[src/core/ufc_pkg.sv]
package ufc_pkg;

	// Register offsets on the plain register port.
	localparam logic [7:0] UFC_OFS_RESUME1    = 8'h0B;
	localparam logic [7:0] UFC_OFS_RESUME2    = 8'h0C;
	localparam logic [7:0] UFC_OFS_PAUSE1     = 8'h0D;
	localparam logic [7:0] UFC_OFS_PAUSE2     = 8'h0E;
	localparam logic [7:0] UFC_OFS_STATUS     = 8'h0F;
	localparam logic [7:0] UFC_OFS_TX_IRQ_LVL = 8'h10;
	localparam logic [7:0] UFC_OFS_RX_IRQ_LVL = 8'h11;
	localparam logic [7:0] UFC_OFS_FLOW_LOW   = 8'h12;
	localparam logic [7:0] UFC_OFS_FLOW_HIGH  = 8'h13;
	localparam logic [7:0] UFC_OFS_PRESCALE   = 8'h14;
	localparam logic [7:0] UFC_OFS_COUNT      = 8'h15;
	localparam logic [7:0] UFC_OFS_CONTROL    = 8'h18;

	// Status register bit positions.
	localparam int UFC_ST_HELD_OFF  = 0;
	localparam int UFC_ST_REMOTE_TX = 1;
	localparam int UFC_ST_FLOW_DET  = 2;
	localparam int UFC_ST_SPEC_DET  = 3;

	// Control register bit positions.
	localparam int UFC_CT_TX_MODE_LO = 0;
	localparam int UFC_CT_ENHANCED   = 4;
	localparam int UFC_CT_SPECIAL    = 5;
	localparam int UFC_CT_AUTO_RTS   = 6;
	localparam int UFC_CT_AUTO_CTS   = 7;
	localparam int UFC_CT_COUNT_SEL  = 8;
	localparam int UFC_CT_IRQ_EN     = 9;

	// Reset values.
	localparam logic [7:0] UFC_RST_BYTE = 8'h00;
	localparam logic [9:0] UFC_RST_CTRL = 10'h000;

	// In-band transmit flow control modes.
	typedef enum logic [1:0] {
		UFC_TXFC_OFF  = 2'b00,
		UFC_TXFC_SET2 = 2'b01,
		UFC_TXFC_SET1 = 2'b10,
		UFC_TXFC_RSVD = 2'b11
	} ufc_txfc_t;

	// Register access request from software.
	typedef struct packed {
		logic [7:0] addr;
		logic [9:0] wdata;
		logic       wr;
		logic       rd;
	} ufc_req_t;

	// Live levels reported by the surrounding UART.
	typedef struct packed {
		logic [7:0] rx_level;
		logic [7:0] line_status_level;
	} ufc_level_t;

endpackage : ufc_pkg

[src/core/ufc_regs.sv]
// Contract
// [RL1] Four resume/pause character registers, reset zero.
// [RL2] Status bit0 shows remote pause hold-off.
// [RL3] Status bit1 shows we stopped the remote.
// [RL4] Status bit2 sets on resume/pause receipt.
// [RL5] Status bit3 sets on special character match.
// [RL6] Detect flags raise level-six interrupt when enabled.
// [RL7] Status bits 7:4 read zero.
// [RL8] Transmit interrupt trigger level register.
// [RL9] Receive interrupt trigger level register.
// [RL10] Low flow threshold releases halted remote.
// [RL11] High flow threshold halts remote sender.
// [RL12] Prescale bits 3:0 hold N term.
// [RL13] Software keeps M term at 0..2.
// [RL14] Count register selected by special-function bit.
// [RL15] Receive mode returns receive FIFO fill.
// [RL16] Other mode returns line status fill.
// [RL17] Insert pause/resume characters at thresholds.
// [RL18] Auto request-to-send follows thresholds.
// [RL19] Auto clear-to-send blocks new transmissions.
// [RL20] Compare received characters against pause characters.
// [RL21] Detect event beats simultaneous read clear.
// [RL22] Writes to read-only registers are ignored.
//
// Our own choice: strobed register access.
`timescale 1ns/10ps

module ufc_regs
	import ufc_pkg::*;
(
	// Clock and reset.
	input  wire logic                 core_clk_i,
	input  wire logic                 rstn_i,
	// Register port.
	input  wire ufc_pkg::ufc_req_t    req_i,
	output logic [9:0]                rdata_o,
	// Special-function select bit from the main register set.
	input  wire logic                 special_function_select_i,
	// Receive and line status levels.
	input  wire ufc_pkg::ufc_level_t  level_i,
	// Received character stream.
	input  wire logic                 rx_valid_i,
	input  wire logic [7:0]           rx_char_i,
	// Clear-to-send pin, active low.
	input  wire logic                 cts_n_i,
	// Flow outputs toward the transmitter.
	output logic                      rts_n_o,
	output logic                      tx_allow_o,
	output logic                      ins_req_o,
	output logic [7:0]                ins_char_o,
	input  wire logic                 ins_ack_i,
	// Level-six interrupt request and trigger levels.
	output logic                      irq6_o,
	output logic [7:0]                tx_irq_level_o,
	output logic [7:0]                rx_irq_level_o,
	output logic [7:0]                prescale_n_term_o,
	output logic [3:0]                prescale_m_term_o
);
	import ufc_pkg::*;

	// Software-written registers.
	logic [7:0] resume_char_one_r, resume_char_two_r;
	logic [7:0] pause_char_one_r, pause_char_two_r;
	logic [7:0] tx_irq_threshold_r, rx_irq_threshold_r;
	logic [7:0] flow_low_threshold_r, flow_high_threshold_r;
	logic [7:0] baud_prescale_r;
	logic [9:0] control_r;
	// Flow state and sticky flags.
	logic       held_off_r, remote_stopped_r;
	logic       flow_det_r, spec_det_r;
	logic       pause_sent_r;
	logic       ins_req_r;
	logic [7:0] ins_char_r;
	logic [9:0] rdata_r;

	// Write decode as named wires.
	wire wr_resume1 = req_i.wr && (req_i.addr == UFC_OFS_RESUME1);
	wire wr_resume2 = req_i.wr && (req_i.addr == UFC_OFS_RESUME2);
	wire wr_pause1  = req_i.wr && (req_i.addr == UFC_OFS_PAUSE1);
	wire wr_pause2  = req_i.wr && (req_i.addr == UFC_OFS_PAUSE2);
	wire wr_txlvl   = req_i.wr && (req_i.addr == UFC_OFS_TX_IRQ_LVL);
	wire wr_rxlvl   = req_i.wr && (req_i.addr == UFC_OFS_RX_IRQ_LVL);
	wire wr_low     = req_i.wr && (req_i.addr == UFC_OFS_FLOW_LOW);
	wire wr_high    = req_i.wr && (req_i.addr == UFC_OFS_FLOW_HIGH);
	wire wr_pre     = req_i.wr && (req_i.addr == UFC_OFS_PRESCALE);
	wire wr_ctrl    = req_i.wr && (req_i.addr == UFC_OFS_CONTROL);
	// A status read clears the detect flags.
	wire rd_status  = req_i.rd && (req_i.addr == UFC_OFS_STATUS);

	// Control fields.
	wire       enhanced   = control_r[UFC_CT_ENHANCED];
	ufc_txfc_t tx_mode;
	assign tx_mode = ufc_txfc_t'(control_r[UFC_CT_TX_MODE_LO +: 2]);
	wire       spec_en    = control_r[UFC_CT_SPECIAL] && enhanced;
	wire       auto_rts   = control_r[UFC_CT_AUTO_RTS] && enhanced;
	wire       auto_cts   = control_r[UFC_CT_AUTO_CTS] && enhanced;
	wire       inband_on  = enhanced && (tx_mode == UFC_TXFC_SET1 ||
		tx_mode == UFC_TXFC_SET2);

	// Threshold comparisons against the receive level.
	wire at_high  = level_i.rx_level >= flow_high_threshold_r;   // [RL11]
	wire below_lo = level_i.rx_level <  flow_low_threshold_r;    // [RL10]

	// Character set chosen by the in-band mode.
	wire [7:0] sel_pause  = (tx_mode == UFC_TXFC_SET2) ? pause_char_two_r : pause_char_one_r;
	wire [7:0] sel_resume = (tx_mode == UFC_TXFC_SET2) ? resume_char_two_r : resume_char_one_r;

	// Received character matching.
	wire hit_pause  = rx_valid_i && (rx_char_i == pause_char_one_r ||
		rx_char_i == pause_char_two_r);                           // [RL20]
	wire hit_resume = rx_valid_i && (rx_char_i == resume_char_one_r ||
		rx_char_i == resume_char_two_r);
	wire flow_event = enhanced && (hit_pause || hit_resume);
	wire spec_event = spec_en && hit_pause;                      // [RL20]

	// In-band insertion decisions; a new request waits for the last.
	wire want_pause  = inband_on && at_high && !pause_sent_r && !ins_req_r;    // [RL17]
	wire want_resume = inband_on && below_lo && pause_sent_r && !ins_req_r;   // [RL17]

	// Count register source, chosen by the special-function bit.
	wire [7:0] count_val = special_function_select_i ? level_i.rx_level   // [RL14] [RL15]
		: level_i.line_status_level;                                 // [RL16]

	// Status byte; upper nibble always zero.
	wire [7:0] status_val = {4'h0, spec_det_r, flow_det_r,                // [RL7]
		remote_stopped_r, held_off_r};

	// Read multiplexer; unmapped addresses read zero.
	logic [9:0] rd_mux;
	always_comb begin
		// Default covers unmapped offsets.
		rd_mux = 10'h000;
		unique case (req_i.addr)
			UFC_OFS_RESUME1:    rd_mux = {2'h0, resume_char_one_r};
			UFC_OFS_RESUME2:    rd_mux = {2'h0, resume_char_two_r};
			UFC_OFS_PAUSE1:     rd_mux = {2'h0, pause_char_one_r};
			UFC_OFS_PAUSE2:     rd_mux = {2'h0, pause_char_two_r};
			UFC_OFS_STATUS:     rd_mux = {2'h0, status_val};
			UFC_OFS_TX_IRQ_LVL: rd_mux = {2'h0, tx_irq_threshold_r};
			UFC_OFS_RX_IRQ_LVL: rd_mux = {2'h0, rx_irq_threshold_r};
			UFC_OFS_FLOW_LOW:   rd_mux = {2'h0, flow_low_threshold_r};
			UFC_OFS_FLOW_HIGH:  rd_mux = {2'h0, flow_high_threshold_r};
			UFC_OFS_PRESCALE:   rd_mux = {2'h0, baud_prescale_r};
			UFC_OFS_COUNT:      rd_mux = {2'h0, count_val};
			UFC_OFS_CONTROL:    rd_mux = control_r;
			default:            rd_mux = 10'h000;
		endcase
	end

	// Character registers; no write path exists for status or count.
	always_ff @(posedge core_clk_i) begin
		if (!rstn_i) begin
			resume_char_one_r <= UFC_RST_BYTE;                        // [RL1]
			resume_char_two_r <= UFC_RST_BYTE;
			pause_char_one_r  <= UFC_RST_BYTE;
			pause_char_two_r  <= UFC_RST_BYTE;
		end else begin
			if (wr_resume1) resume_char_one_r <= req_i.wdata[7:0];    // [RL1]
			if (wr_resume2) resume_char_two_r <= req_i.wdata[7:0];
			if (wr_pause1)  pause_char_one_r  <= req_i.wdata[7:0];
			if (wr_pause2)  pause_char_two_r  <= req_i.wdata[7:0];
		end
	end

	// Level and prescale registers. The M term is stored as written;
	// values above two are the software's concern.
	always_ff @(posedge core_clk_i) begin
		if (!rstn_i) begin
			tx_irq_threshold_r    <= UFC_RST_BYTE;                    // [RL8]
			rx_irq_threshold_r    <= UFC_RST_BYTE;                    // [RL9]
			flow_low_threshold_r  <= UFC_RST_BYTE;                    // [RL10]
			flow_high_threshold_r <= UFC_RST_BYTE;                    // [RL11]
			baud_prescale_r       <= UFC_RST_BYTE;                    // [RL12]
			control_r             <= UFC_RST_CTRL;
		end else begin
			if (wr_txlvl) tx_irq_threshold_r    <= req_i.wdata[7:0];  // [RL8]
			if (wr_rxlvl) rx_irq_threshold_r    <= req_i.wdata[7:0];  // [RL9]
			if (wr_low)   flow_low_threshold_r  <= req_i.wdata[7:0];
			if (wr_high)  flow_high_threshold_r <= req_i.wdata[7:0];
			if (wr_pre)   baud_prescale_r       <= req_i.wdata[7:0];  // [RL12] [RL13]
			if (wr_ctrl)  control_r             <= req_i.wdata;
		end
	end

	// Sticky detect flags: a new event wins over the read clear.
	always_ff @(posedge core_clk_i) begin
		if (!rstn_i) begin
			flow_det_r <= 1'b0;
			spec_det_r <= 1'b0;
		end else begin
			flow_det_r <= flow_event | (flow_det_r & ~rd_status);      // [RL4] [RL21]
			spec_det_r <= spec_event | (spec_det_r & ~rd_status);      // [RL5] [RL21]
		end
	end

	// Hold-off from the remote: pause sets, resume clears. A pause and
	// resume in one character cannot both hit unless they are equal;
	// then pause wins, which is the safe side.
	always_ff @(posedge core_clk_i) begin
		if (!rstn_i) begin
			held_off_r <= 1'b0;
		end else if (!enhanced) begin
			held_off_r <= 1'b0;
		end else if (hit_pause) begin
			held_off_r <= 1'b1;                                       // [RL2]
		end else if (hit_resume) begin
			held_off_r <= 1'b0;                                       // [RL2]
		end
	end

	// Our own stop signalling toward the remote end.
	always_ff @(posedge core_clk_i) begin
		if (!rstn_i) begin
			pause_sent_r     <= 1'b0;
			rts_n_o          <= 1'b0;
			remote_stopped_r <= 1'b0;
		end else begin
			if (want_pause)  pause_sent_r <= 1'b1;                    // [RL17]
			else if (want_resume || !inband_on) pause_sent_r <= 1'b0;
			if (!auto_rts)   rts_n_o <= 1'b0;
			else if (at_high)  rts_n_o <= 1'b1;                       // [RL18]
			else if (below_lo) rts_n_o <= 1'b0;                       // [RL18]
			remote_stopped_r <= (pause_sent_r | want_pause) |
				(auto_rts & (at_high | (rts_n_o & ~below_lo)));      // [RL3]
		end
	end

	// Insertion request holds until the transmitter acknowledges it.
	always_ff @(posedge core_clk_i) begin
		if (!rstn_i) begin
			ins_req_r  <= 1'b0;
			ins_char_r <= UFC_RST_BYTE;
		end else if (want_pause) begin
			ins_req_r  <= 1'b1;
			ins_char_r <= sel_pause;                                  // [RL17]
		end else if (want_resume) begin
			ins_req_r  <= 1'b1;
			ins_char_r <= sel_resume;                                 // [RL17]
		end else if (ins_ack_i) begin
			ins_req_r  <= 1'b0;
		end
	end

	// Transmit permission: blocked by remote pause or, with auto clear-to-send on, inactive clear-to-send.
	always_ff @(posedge core_clk_i) begin
		if (!rstn_i) begin
			tx_allow_o <= 1'b0;
		end else begin
			tx_allow_o <= !(auto_cts && cts_n_i) && !held_off_r;       // [RL19]
		end
	end

	// Interrupt, read data and mirrored outputs, all registered.
	always_ff @(posedge core_clk_i) begin
		if (!rstn_i) begin
			irq6_o            <= 1'b0;
			rdata_r           <= 10'h000;
			tx_irq_level_o    <= UFC_RST_BYTE;
			rx_irq_level_o    <= UFC_RST_BYTE;
			prescale_n_term_o <= UFC_RST_BYTE;
			prescale_m_term_o <= 4'h0;
		end else begin
			irq6_o            <= control_r[UFC_CT_IRQ_EN] &
				((flow_det_r & ~rd_status) | (spec_det_r & ~rd_status) |
				flow_event | spec_event);                          // [RL6]
			rdata_r           <= req_i.rd ? rd_mux : 10'h000;         // [RL22]
			tx_irq_level_o    <= tx_irq_threshold_r;
			rx_irq_level_o    <= rx_irq_threshold_r;
			prescale_n_term_o <= {4'h0, baud_prescale_r[3:0]};       // [RL12]
			prescale_m_term_o <= baud_prescale_r[7:4];
		end
	end

	assign rdata_o    = rdata_r;
	assign ins_req_o  = ins_req_r;
	assign ins_char_o = ins_char_r;

	// Assertions.
	property p_det_keep;
		@(posedge core_clk_i) disable iff (!rstn_i)
		(rd_status && flow_event) |=> flow_det_r;
	endproperty
	a_det_keep: assert property (p_det_keep) else $error("detect lost on read"); // [RL21]

	property p_det_clear;
		@(posedge core_clk_i) disable iff (!rstn_i)
		(rd_status && !flow_event && !spec_event) |=> (!flow_det_r && !spec_det_r);
	endproperty
	a_det_clear: assert property (p_det_clear) else $error("read did not clear"); // [RL4]

	property p_spec_set;
		@(posedge core_clk_i) disable iff (!rstn_i)
		spec_event |=> spec_det_r;
	endproperty
	a_spec_set: assert property (p_spec_set) else $error("special flag not set"); // [RL5]

	property p_rsvd_zero;
		@(posedge core_clk_i) disable iff (!rstn_i)
		$past(rd_status) |-> (rdata_o[7:4] == 4'h0);
	endproperty
	a_rsvd_zero: assert property (p_rsvd_zero) else $error("reserved bits set"); // [RL7]

	property p_rts_high;
		@(posedge core_clk_i) disable iff (!rstn_i)
		(auto_rts && at_high) |=> rts_n_o;
	endproperty
	a_rts_high: assert property (p_rts_high) else $error("rts not deasserted"); // [RL18]

	property p_cts_block;
		@(posedge core_clk_i) disable iff (!rstn_i)
		(auto_cts && cts_n_i) |=> !tx_allow_o;
	endproperty
	a_cts_block: assert property (p_cts_block) else $error("tx allowed under cts"); // [RL19]

	property p_held;
		@(posedge core_clk_i) disable iff (!rstn_i)
		(enhanced && hit_pause) |=> held_off_r ##1 !tx_allow_o;
	endproperty
	a_held: assert property (p_held) else $error("pause did not hold off"); // [RL2]

	property p_pause_ins;
		@(posedge core_clk_i) disable iff (!rstn_i)
		want_pause |=> (ins_req_o && ins_char_o == $past(sel_pause));
	endproperty
	a_pause_ins: assert property (p_pause_ins) else $error("pause not inserted"); // [RL17]

	property p_count;
		@(posedge core_clk_i) disable iff (!rstn_i)
		(req_i.rd && req_i.addr == UFC_OFS_COUNT && special_function_select_i)
		|=> (rdata_o[7:0] == $past(level_i.rx_level));
	endproperty
	a_count: assert property (p_count) else $error("count source wrong"); // [RL14]

endmodule : ufc_regs

[config.mk]
export PLATFORM = sky130hd
export DESIGN_NAME = ufc_regs
export DESIGN_NICKNAME = d
export VERILOG_FILES = /design/src/core/ufc_pkg.sv /design/src/core/ufc_regs.sv
export SDC_FILE = /design/constraint.sdc
export NUM_CORES = 1
export LEC_CHECK = 0
export ABC_AREA = 1
export BUFFER_PORTS_ARGS = -buffer_cell sky130_fd_sc_hd__buf_2
export CORE_ASPECT_RATIO = 0.7
export CORE_MARGIN = 3
export CORE_UTILIZATION = 50
export DETAILED_ROUTE_END_ITERATION = 16
export PLACE_DENSITY_LB_ADDON = 0.1
export SLEW_MARGIN = 20
export SYNTH_ARGS = -nofsm -noshare
export SYNTH_HDL_FRONTEND = slang
export SYNTH_SLANG_ARGS = --single-unit
[constraint.sdc]
create_clock -name core_clk_i -period 1.6 [get_ports core_clk_i]
set_clock_uncertainty 0.05 [all_clocks]
set_input_delay 0.08 -clock core_clk_i [delete_from_list [all_inputs] [get_ports core_clk_i]]
set_output_delay 0.08 -clock core_clk_i [all_outputs]
set_load 0.01 [all_outputs]
==> results of run 1 <==
cells in the mapped netlist:
library cell    n  share of area
o21a_1          2         0.0023
dfxtp_1       133           0.40
o21bai_1        1         0.0011
xnor2_1        20          0.026
nand2_2         2         0.0019
mux2i_1         9          0.014
clkbuf_1       22          0.012
conb_1          1        0.00057
buf_1           8         0.0045
buf_2          11         0.0083
a21oi_1        79          0.060
inv_1         144          0.082
o21ai_0       100          0.075
buf_6           2         0.0034
nor3_2          4         0.0060
nor2_1         93          0.053
nand4_1         5         0.0047
nand3_2         1         0.0015
nor4_4          1         0.0032
ha_1           16          0.030
inv_2           2         0.0011
o21ai_1         1        0.00075
nand3b_1        8         0.0091
nand2_1       233           0.13
nand2_4         1         0.0017
nor3_1          1        0.00075
o22ai_1        14          0.013
nand3_1        37          0.028
buf_4           5         0.0057
a211oi_1       15          0.017
logic make-up after synthesis:
kind of cell    count (synthesis)  share of synthesized area
simple gates                  386                      0.241
compound gates                212                      0.169
buf+inv                       194                      0.117
flops                         133                      0.402
xor+xnor                       20                     0.0264
fa+ha+maj                      16                     0.0302
mux                             9                     0.0136
other cells                     1                   0.000565
metrics by stage:
stage | area [sq um] | power [W]
floorplan | 6660 | 0.00367
global placement | 7660 | 0.00386
CTS | 8570 | 0.00825
detailed placement | 7660 | 0.00386
global route | 8690 | 0.00848
finish | 8690 | 0.00827
layout by cell type (no fill, tap or decap), drive strengths merged:
| cell | n |
|---|---|
| nand3 | 38 |
| nand2 | 237 |
| o22ai | 14 |
| bufinv | 5 |
| buf | 167 |
| clkinv | 5 |
| xnor2 | 20 |
| o21ai | 101 |
| mux2i | 9 |
| nor2 | 93 |
| nor4 | 1 |
| dfxtp | 133 |
| dlygate4sd3 | 8 |
| a21oi | 79 |
| o21a | 2 |
| nand3b | 8 |
| clkbuf | 18 |
| ha | 16 |
| a211oi | 15 |
| conb | 4 |
| o21bai | 1 |
| clkinvlp | 1 |
| nor3 | 5 |
| nand4 | 5 |
| inv | 149 |
area by class of cell:
| type | instances | area, sq um | share of cell area |
|---|---|---|---|
| Multi-Input combinational cell | 648 | 3440 | 0.397 |
| Sequential cell | 133 | 2670 | 0.308 |
| Timing Repair Buffer | 175 | 1150 | 0.133 |
| Inverter | 146 | 551 | 0.0634 |
| Clock buffer | 18 | 439 | 0.0506 |
| Clock inverter | 14 | 224 | 0.0258 |
| Tap cell | 162 | 203 | 0.0233 |
critical path: stages (launching register included):
cell and delay, ps:
dfxtp_2 330, inv_2 50, ha_4 260, nand2_1 60
nor2_2 130, nand4_1 160, nand3_4 190, buf_6 160
nand3_2 80, nand2_2 90, nor2_2 40, nor2_1 90
per-layer routing:
| metal | wire length (um) | share of wire |
|---|---|---|
| met2 | 8470 | 0.40 |
| met5 | 0 | 0 |
| met1 | 10400 | 0.49 |
| met4 | 313 | 0.015 |
| met3 | 2000 | 0.094 |
repair_timing:
item | CTS | global route
hold buffers | 8 | 0
pin swaps | 22 | 24
resized for setup | 32 | 31
endpoints found under the hold margin | 15 | 0
gates cloned | 1 | 0
setup buffers | 1 | 2
endpoints found under the setup margin | 11 | 13
report_power, final:
group / internal (W) / switching (W) / total [W]
registers: 0.00332 / 0.00000397 / 0.00332
logic: 0.000201 / 0.000348 / 0.000549
clock network: 0.00283 / 0.00157 / 0.00440
how the worst max path moves through the flow:
| stage | from | end | slack, ps |
|---|---|---|---|
| floorplan | flow_high_threshold_r[5]$_SDFFE_PN0P_ | remote_stopped_r$_SDFF_PN0_ | -40 |
| global placement | control_r[1]$_SDFFE_PN0P_ | ins_char_o[0]$_SDFFE_PN0P_ | -130 |
| detailed placement | flow_low_threshold_r[1]$_SDFFE_PN0P_ | ins_char_o[6]$_SDFFE_PN0P_ | -150 |
| CTS | flow_high_threshold_r[4]$_SDFFE_PN0P_ | remote_stopped_r$_SDFF_PN0_ | -120 |
| global route | flow_high_threshold_r[7]$_SDFFE_PN0P_ | ins_char_o[6]$_SDFFE_PN0P_ | -300 |
| finish | flow_high_threshold_r[5]$_SDFFE_PN0P_ | ins_char_o[6]$_SDFFE_PN0P_ | -170 |
==> results.ini, run 1 <==
[placement]
placed_cells=1252
gp_congestion=0.964
io_buffers=95
dpl.hpwl_um=15200
dp_slack_ps=-155

[die]
top_level_ports=100
die_area_sq_um=14700
initial_utilization=0.523
core-area_sq_um=12700
fp-row-count=34
die_h_um=102
fp.dieW_um=144

[route]
drt-initial-drc-count=675
drtPass1Iterations=6
routedWlPerCell_um=16.4
num_vias=6689
wl_um=21200
viasPerCell=5.16
ant_nets=0
remaining_drc_errors=0

[synth]
synth_warnings=0
syn_area_sq_um=6630
syn_avg_cell_area_sq_um=6.83
ys_ff_latch=133
yosysUniqueCellTypes=30
netlist_instances=971
seq_area_frac_synth=0.402

[clock_network]
cts_sinks=133
clockBufferDepth=2
cts_buffers=17
root_buffer=clkbuf_16
htree_levels=4
clock_latency_ps=420
clk_pin_slew_ps=60
cts_tree=built

[global_route]
grt.total_usage=0.293
grtUsageMet1=0.446
first_global_vias=5997
grt_pass1_wl_um=32700
grt_antenna_before_repair=0
busiest_layer=met1
met2_usage=0.409
grt_max_degree=50
grtUsageMet3=0.0772
grt_overflow=0

[sta]
final_max_slew_viol_count=0
max-slew-margin-rel=0.653
min_period_ps=1770
tns_ps=-1230
grt_setup_unrepaired=yes
hold_viol_final=0
whs_ps=16.5
tightest_slew_ps=519
setup_viol=10
fin_ws_ps=-166
finalCritPeriodShare=1.10
fmax_ghz=0.566

[setup_path]
r2r_cells=11
rr_endpoint=ins_char_o[6]$_SDFFE_PN0P_
crit_path_start_kind=register
r2r_slack_ps=-170
worst-setup-path-type=register to register
arrival_ps=2070
r2r_start=flow_high_threshold_r[5]$_SDFFE_PN0P_
cp_max_fo=8
endpoint_kind=register
cp.required_ps=1910

[power]
peakVddDrop_mv=0.740
p_leak_nw=4.07
cellPowerDensity_nw_per_um2=952

[status]
failed_checks=negative setup slack
status=finished with violations

[layout]
fill_cells=1076
area_growth_pct=31.0
fin_nets=1187
n_antenna_cell=0
drive_above_1_share=0.235
fin_cells=1296
final_util=0.685

[worst_hold_path]
holdPathEnd=rx_irq_threshold_r[2]$_SDFFE_PN0P_
hold_class=input pin to register
holdCritStartpoint=req_i[4]
hold_depth=3

[run]
cap_violations=0

Power figures use the tool's default switching activity.
==> run 2, diff against run 1 <==
Settings changed: BUFFER_PORTS_ARGS -buffer_cell sky130_fd_sc_hd__buf_2 to unset, CTS_CLUSTER_SIZE set to 8, DONT_BUFFER_PORTS set to 1.
==> run 2 against run 1 <==
Net effect:
- first-iteration DRC count grew 4.4%
- maximum frequency grew 1.1%
- final cell count shrank 0.69%
- design area grew 3.3%
- core utilization grew 2.3 points
- clock-buffer cell count is the same
- wire length grew 13%
- worst hold slack lost 270 ps
- non-clock buffer count shrank 8
- register-to-register slack gained 20 ps
- the flow finishes with violations (negative hold slack, negative setup slack)
- sequential cell count is the same
- sequential share of layout area shrank 1.0 points
==> results.ini, run 2 (synthesis results as in run 1) <==
[layout]
fin_nets=1179  ; -0.67%
final_util=0.708  ; +0.0226
layout_common_cells=nand2_1 (225), inv_1 (135), dfxtp_1 (127)
drive_above_1_share=0.147  ; -0.0879
final_common_cell=nand2_1
area_growth_pct=35.3
n_antenna_cell=0  ; unchanged
fill_cells=1032  ; -4.1%
fin_cells=1287  ; -0.69%

[sta]
hold_viol_final=36  ; +36
setup_viol=13  ; +3
min_period_ps=1750  ; -19.7 ps
finalCritPeriodShare=1.09  ; -0.0123
fin_ws_ps=-146  ; +19.7 ps
whs_ps=-253  ; -269 ps
max-slew-margin-rel=0.568  ; -0.0855
final_max_slew_viol_count=0  ; unchanged
tns_ps=-1110  ; +120 ps
grt_setup_unrepaired=yes
fmax_ghz=0.573  ; +1.1%
tightest_slew_ps=646  ; +127 ps

[setup_path]
endpoint_kind=register
timing.critical_path.slowest_cell_delay_ps=310  ; -20 ps
r2r_cells=10  ; -1
crit_chain=inv_1 > ha_4 > nand2_2 > nor2_4 > nand4_1 > nand3_4 > nand2_8 > buf_6 > buf_4 > a21oi_2
crit_slowest_cell=dfxtp_1
cp_max_fo=7  ; -1
crit_path_start_kind=register
cp.required_ps=1910  ; about the same
worst-setup-path-type=register to register
arrival_ps=2060  ; about the same

[global_route]
grt_max_degree=105  ; +110%
grt_overflow=0  ; unchanged
first_global_vias=6469  ; +7.9%
grt_pass1_wl_um=36400  ; +11%
grt_antenna_before_repair=1  ; +1
grt.total_usage=0.329  ; +0.0361

[clock_network]
clk_pin_slew_ps=60  ; about the same
clockBufferDepth=2  ; unchanged
htree_levels=4  ; unchanged
root_buffer=clkbuf_16
cts_buffers=17  ; unchanged
cts_tree=built
clock_latency_ps=420  ; about the same
cts_sinks=133  ; unchanged
hold_buffers=91  ; +83

[placement]
gp_congestion=0.946  ; -1.9%
dpl.hpwl_um=15200  ; -0.16%
placed_cells=1154  ; -7.8%
io_buffers=0  ; -100%
dp_slack_ps=-164  ; -9.54 ps

[power]
p_leak_nw=3.82  ; -6.1%
peakVddDrop_mv=0.796  ; +7.7%
power_w=0.00763  ; -7.8%
cellPowerDensity_nw_per_um2=850  ; -11%

[die]
top_level_ports=100  ; unchanged
fp.dieW_um=144  ; unchanged
die_area_sq_um=14700  ; unchanged
die_h_um=102  ; unchanged
initial_utilization=0.523  ; unchanged
fp-row-count=34  ; unchanged
core-area_sq_um=12700  ; unchanged

[route]
num_vias=7072  ; +5.7%
viasPerCell=5.49  ; +6.5%
drt-initial-drc-count=705  ; +4.4%
ant_nets=0  ; unchanged
drtPass1Iterations=6  ; unchanged
remaining_drc_errors=0  ; unchanged
routedWlPerCell_um=18.6  ; +14%
wl_um=23900  ; +13%

[status]
status=finished with violations
failed_checks=negative hold slack, negative setup slack

[worst_hold_path]
hold_depth=2  ; -1
hold_class=input pin to register

[run]
cap_violations=0  ; unchanged

[run 2: routing by layer]
layer,GRT usage,share of wire,vias up
li1,-,-,3364
met2,0.455,0.40,405
met5,0,0.00038,-
met4,0.103,0.028,2
met3,0.111,0.13,56
met1,0.481,0.44,3245
[run 2: final cells by class]
cell class                 count  area (sq um)  share of cell area
inverter                     146           551              0.0614
sequential                   133          2670               0.298
timing repair buffer         167          1530               0.170
tap                          162           203              0.0226
clock buffer                  18           439              0.0489
multi-input combinational    648          3450               0.384
clock inverter                13           135              0.0151
[run 2: worst max-delay path: cells and delay by family (launching register included)]
kind | cells | cell delay (ps)
simple gates | 5 | 610
buf+inv | 3 | 340
flops | 1 | 310
fa+ha+maj | 1 | 270
compound gates | 1 | 120
[run 2: report_power, final]
group,internal [W],switching [W],leakage (nW)
clock,0.00232,0.00155,0.281
sequential,0.00332,0.00000559,1.07
combinational,0.000195,0.000242,2.47
total,0.00583,0.00179,3.82
[run 2: path summary, 6_finish.rpt]
check	start	to	slack (ps)
hold reg to reg	control_r[2]$_SDFFE_PN0P_	control_r[2]$_SDFFE_PN0P_	400
setup / recovery	flow_high_threshold_r[6]$_SDFFE_PN0P_	pause_sent_r$_SDFFE_PN0P_	-150
setup reg to reg	flow_high_threshold_r[6]$_SDFFE_PN0P_	pause_sent_r$_SDFFE_PN0P_	-150
hold / removal	rstn_i	ins_req_o$_SDFFE_PN0P_	-250
[run 2: what timing repair did]
item | in CTS | in global routing
gates resized for setup | 26 | 36
setup buffers | 2 | 8
pin swaps | 14 | 9
setup endpoints to repair | 11 | 53
hold endpoints to repair | 133 | 36
gates cloned | 1 | 0
[run 2: through the flow]
| step | instance area [sq um] | hold WS, ps |
|---|---|---|
| after CTS | 8780 | -272 |
| final | 8970 | -253 |
| after floorplan | 6660 | 152 |
| after global routing | 8970 | -263 |
| after detailed placement | 7140 | 141 |
| after global placement | 7140 | 137 |
==> run 3, diff against run 2 <==
Clock period 1.6 ns to 1.5 ns, I/O delays scaled along.
==> run 3 against run 2 <==
Net effect:
- the flow still finishes with violations (negative hold slack, negative setup slack)
- via count fell by 2.7%
- combinational power rose by 19%
- final cell count fell by 2.2%
- die area did not move
- worst hold slack improved by 250 ps
- clock power rose by 13%
- sequential cell count did not move
- maximum frequency rose by 3.3%
- sequential power rose by 6.6%
- sequential share of layout area rose by 0.33 points
- critical path type unchanged
- largest cell class unchanged
- largest power group unchanged
==> results.ini, run 3 (synthesis results as in run 1) <==
[route]
remaining_drc_errors=0  ; unchanged
routedWlPerCell_um=18.8  ; +1.4%
num_vias=6883  ; -2.7%
drtPass1Iterations=6  ; unchanged
ant_nets=0  ; unchanged
wl_um=23700  ; -0.78%
drt-initial-drc-count=815  ; +16%
viasPerCell=5.47  ; -0.51%

[clock_network]
cts_tree=built
clk_pin_slew_ps=60  ; about the same
root_buffer=clkbuf_16
cts_sinks=133  ; unchanged
htree_levels=4  ; unchanged
cts_buffers=17  ; unchanged
clockBufferDepth=2  ; unchanged
clock_latency_ps=420  ; about the same

[setup_path]
cp_max_fo=7  ; unchanged
arrival_ps=1950  ; -110 ps
crit_path_start_kind=register
cp.required_ps=1760  ; -150 ps
critPathLaunch=flow_high_threshold_r[5]$_SDFFE_PN0P_
crit_chain=inv_2 > ha_4 > nand2_2 > nor2_2 > nand4_1 > nand3_4 > nand2_8 > nand2_1 > nand2_2 > nor2_1 > nor2_1
r2r_start=flow_high_threshold_r[5]$_SDFFE_PN0P_
worst-setup-path-type=register to register
crit_slowest_cell=dfxtp_2
timing.critical_path.slowest_cell_delay_ps=320  ; about the same
endpoint_kind=register

[worst_hold_path]
holdCritStartpoint=rstn_i
hold_class=input pin to register

[layout]
fin_cells=1259  ; -2.2%
area_growth_pct=34.5
layout_common_cells=nand2_1 (219), inv_1 (131), dfxtp_1 (118)
final_util=0.704  ; -0.00415
final_common_cell=nand2_1
regArea_sq_um=2680  ; +0.52%
multi_input_area_sq_um=3610  ; +4.8%
fin_nets=1148  ; -2.6%
drive_above_1_share=0.197  ; +0.0506
fill_cells=1033  ; +0.097%

[power]
p_leak_nw=3.86  ; +0.89%
cellPowerDensity_nw_per_um2=945  ; +11%
peakVddDrop_mv=0.805  ; +1.1%
power_w=0.00843  ; +10%

[die]
fp-row-count=34  ; unchanged
top_level_ports=100  ; unchanged
core-area_sq_um=12700  ; unchanged
die_area_sq_um=14700  ; unchanged
initial_utilization=0.523  ; unchanged
die_h_um=102  ; unchanged
fp.dieW_um=144  ; unchanged

[sta]
fmax_ghz=0.592  ; +3.3%
finalCritPeriodShare=1.13  ; +0.0356
final_max_slew_viol_count=0  ; unchanged
setup_viol=11  ; -2
whs_ps=-5.76  ; +247 ps
fin_ws_ps=-190  ; -44.2 ps
grt_setup_unrepaired=yes
min_period_ps=1690  ; -55.8 ps
hold_viol_final=5  ; -86%
tightest_slew_ps=751  ; +104 ps
max-slew-margin-rel=0.498  ; -0.0699

[placement]
gp_congestion=0.943  ; -0.40%
dp_slack_ps=-249  ; -84.9 ps
io_buffers=0  ; unchanged
dpl.hpwl_um=15500  ; +2.2%
placed_cells=1162  ; +0.69%

[status]
failed_checks=negative hold slack, negative setup slack
status=finished with violations

[global_route]
grt_overflow=0  ; unchanged
first_global_vias=6358  ; -1.7%
grt_antenna_before_repair=3  ; +2
grt_max_degree=76  ; -28%
grt.total_usage=0.324  ; -0.00447
grt_pass1_wl_um=35700  ; -1.8%

[run]
cap_violations=0  ; unchanged

==> run 3: cell types whose count changed in the layout (fill, tap and decap cells not counted), moves of 5 or more <==
cell / delta
dfxtp_1: -9
ha_4: +5
dlygate4sd3_1: -42
nand2_1: -6
nor2_1: -5
dfxtp_2: +8
nor2_2: +5
buf_4: +8
nand2_2: +5
ha_1: -5
==> run 3: where the power goes <==
group | internal [W] | switching [W] | total (W)
Combinational | 0.000213 | 0.000307 | 0.000520
Clock | 0.00275 | 0.00161 | 0.00436
Sequential | 0.00354 | 0.00000597 | 0.00354
Total | 0.00650 | 0.00192 | 0.00843
==> run 3: final timing paths <==
check,endpoint,slack [ps],cells after the start
min reg2reg,control_r[3]$_SDFFE_PN0P_,400,2
max reg2reg,ins_char_o[2]$_SDFFE_PN0P_,-190,11
max,ins_char_o[2]$_SDFFE_PN0P_,-190,11
min,ins_char_o[7]$_SDFFE_PN0P_,-6,3
==> run 3: critical path, delay by kind of cell, from the launching register on <==
kind | cells | cell delay, ps
buf+inv | 1 | 40
flops | 1 | 320
fa+ha+maj | 1 | 270
simple gates | 9 | 920
==> run 3: final cells by class <==
cell class | count | share of cell area
Clock buffer | 21 | 0.0527
Sequential cell | 133 | 0.301
Inverter | 146 | 0.0620
Timing Repair Buffer | 136 | 0.139
Antenna cell | 2 | 0.000561
Clock inverter | 11 | 0.0167
Multi-Input combinational cell | 648 | 0.405
Tap cell | 162 | 0.0227
==> run 3: through the flow <==
stage	TNS (ps)	area, sq um
after floorplan	-1340	6660
after global placement	-2300	7240
after detailed placement	-3170	7240
after CTS	-3290	8640
after global routing	-3030	8920
final	-1710	8920
==> run 3: metal layers <==
layer	vias to the layer above	global-route usage	routed length [um]
li1	3312	-	-
met1	3113	0.466	10600
met2	408	0.451	9470
met3	48	0.119	3130
met4	2	0.105	556
met5	-	0	13
==> run 3: what timing repair did <==
action                                  in CTS  in global routing
buffers inserted                             2                  8
hold endpoints to repair                   133                  0
hold buffers                                51                  0
gates resized for setup                     43                 65
pin swaps                                   27                 23
gates cloned                                 2                  0
endpoints found under the setup margin      14                 48
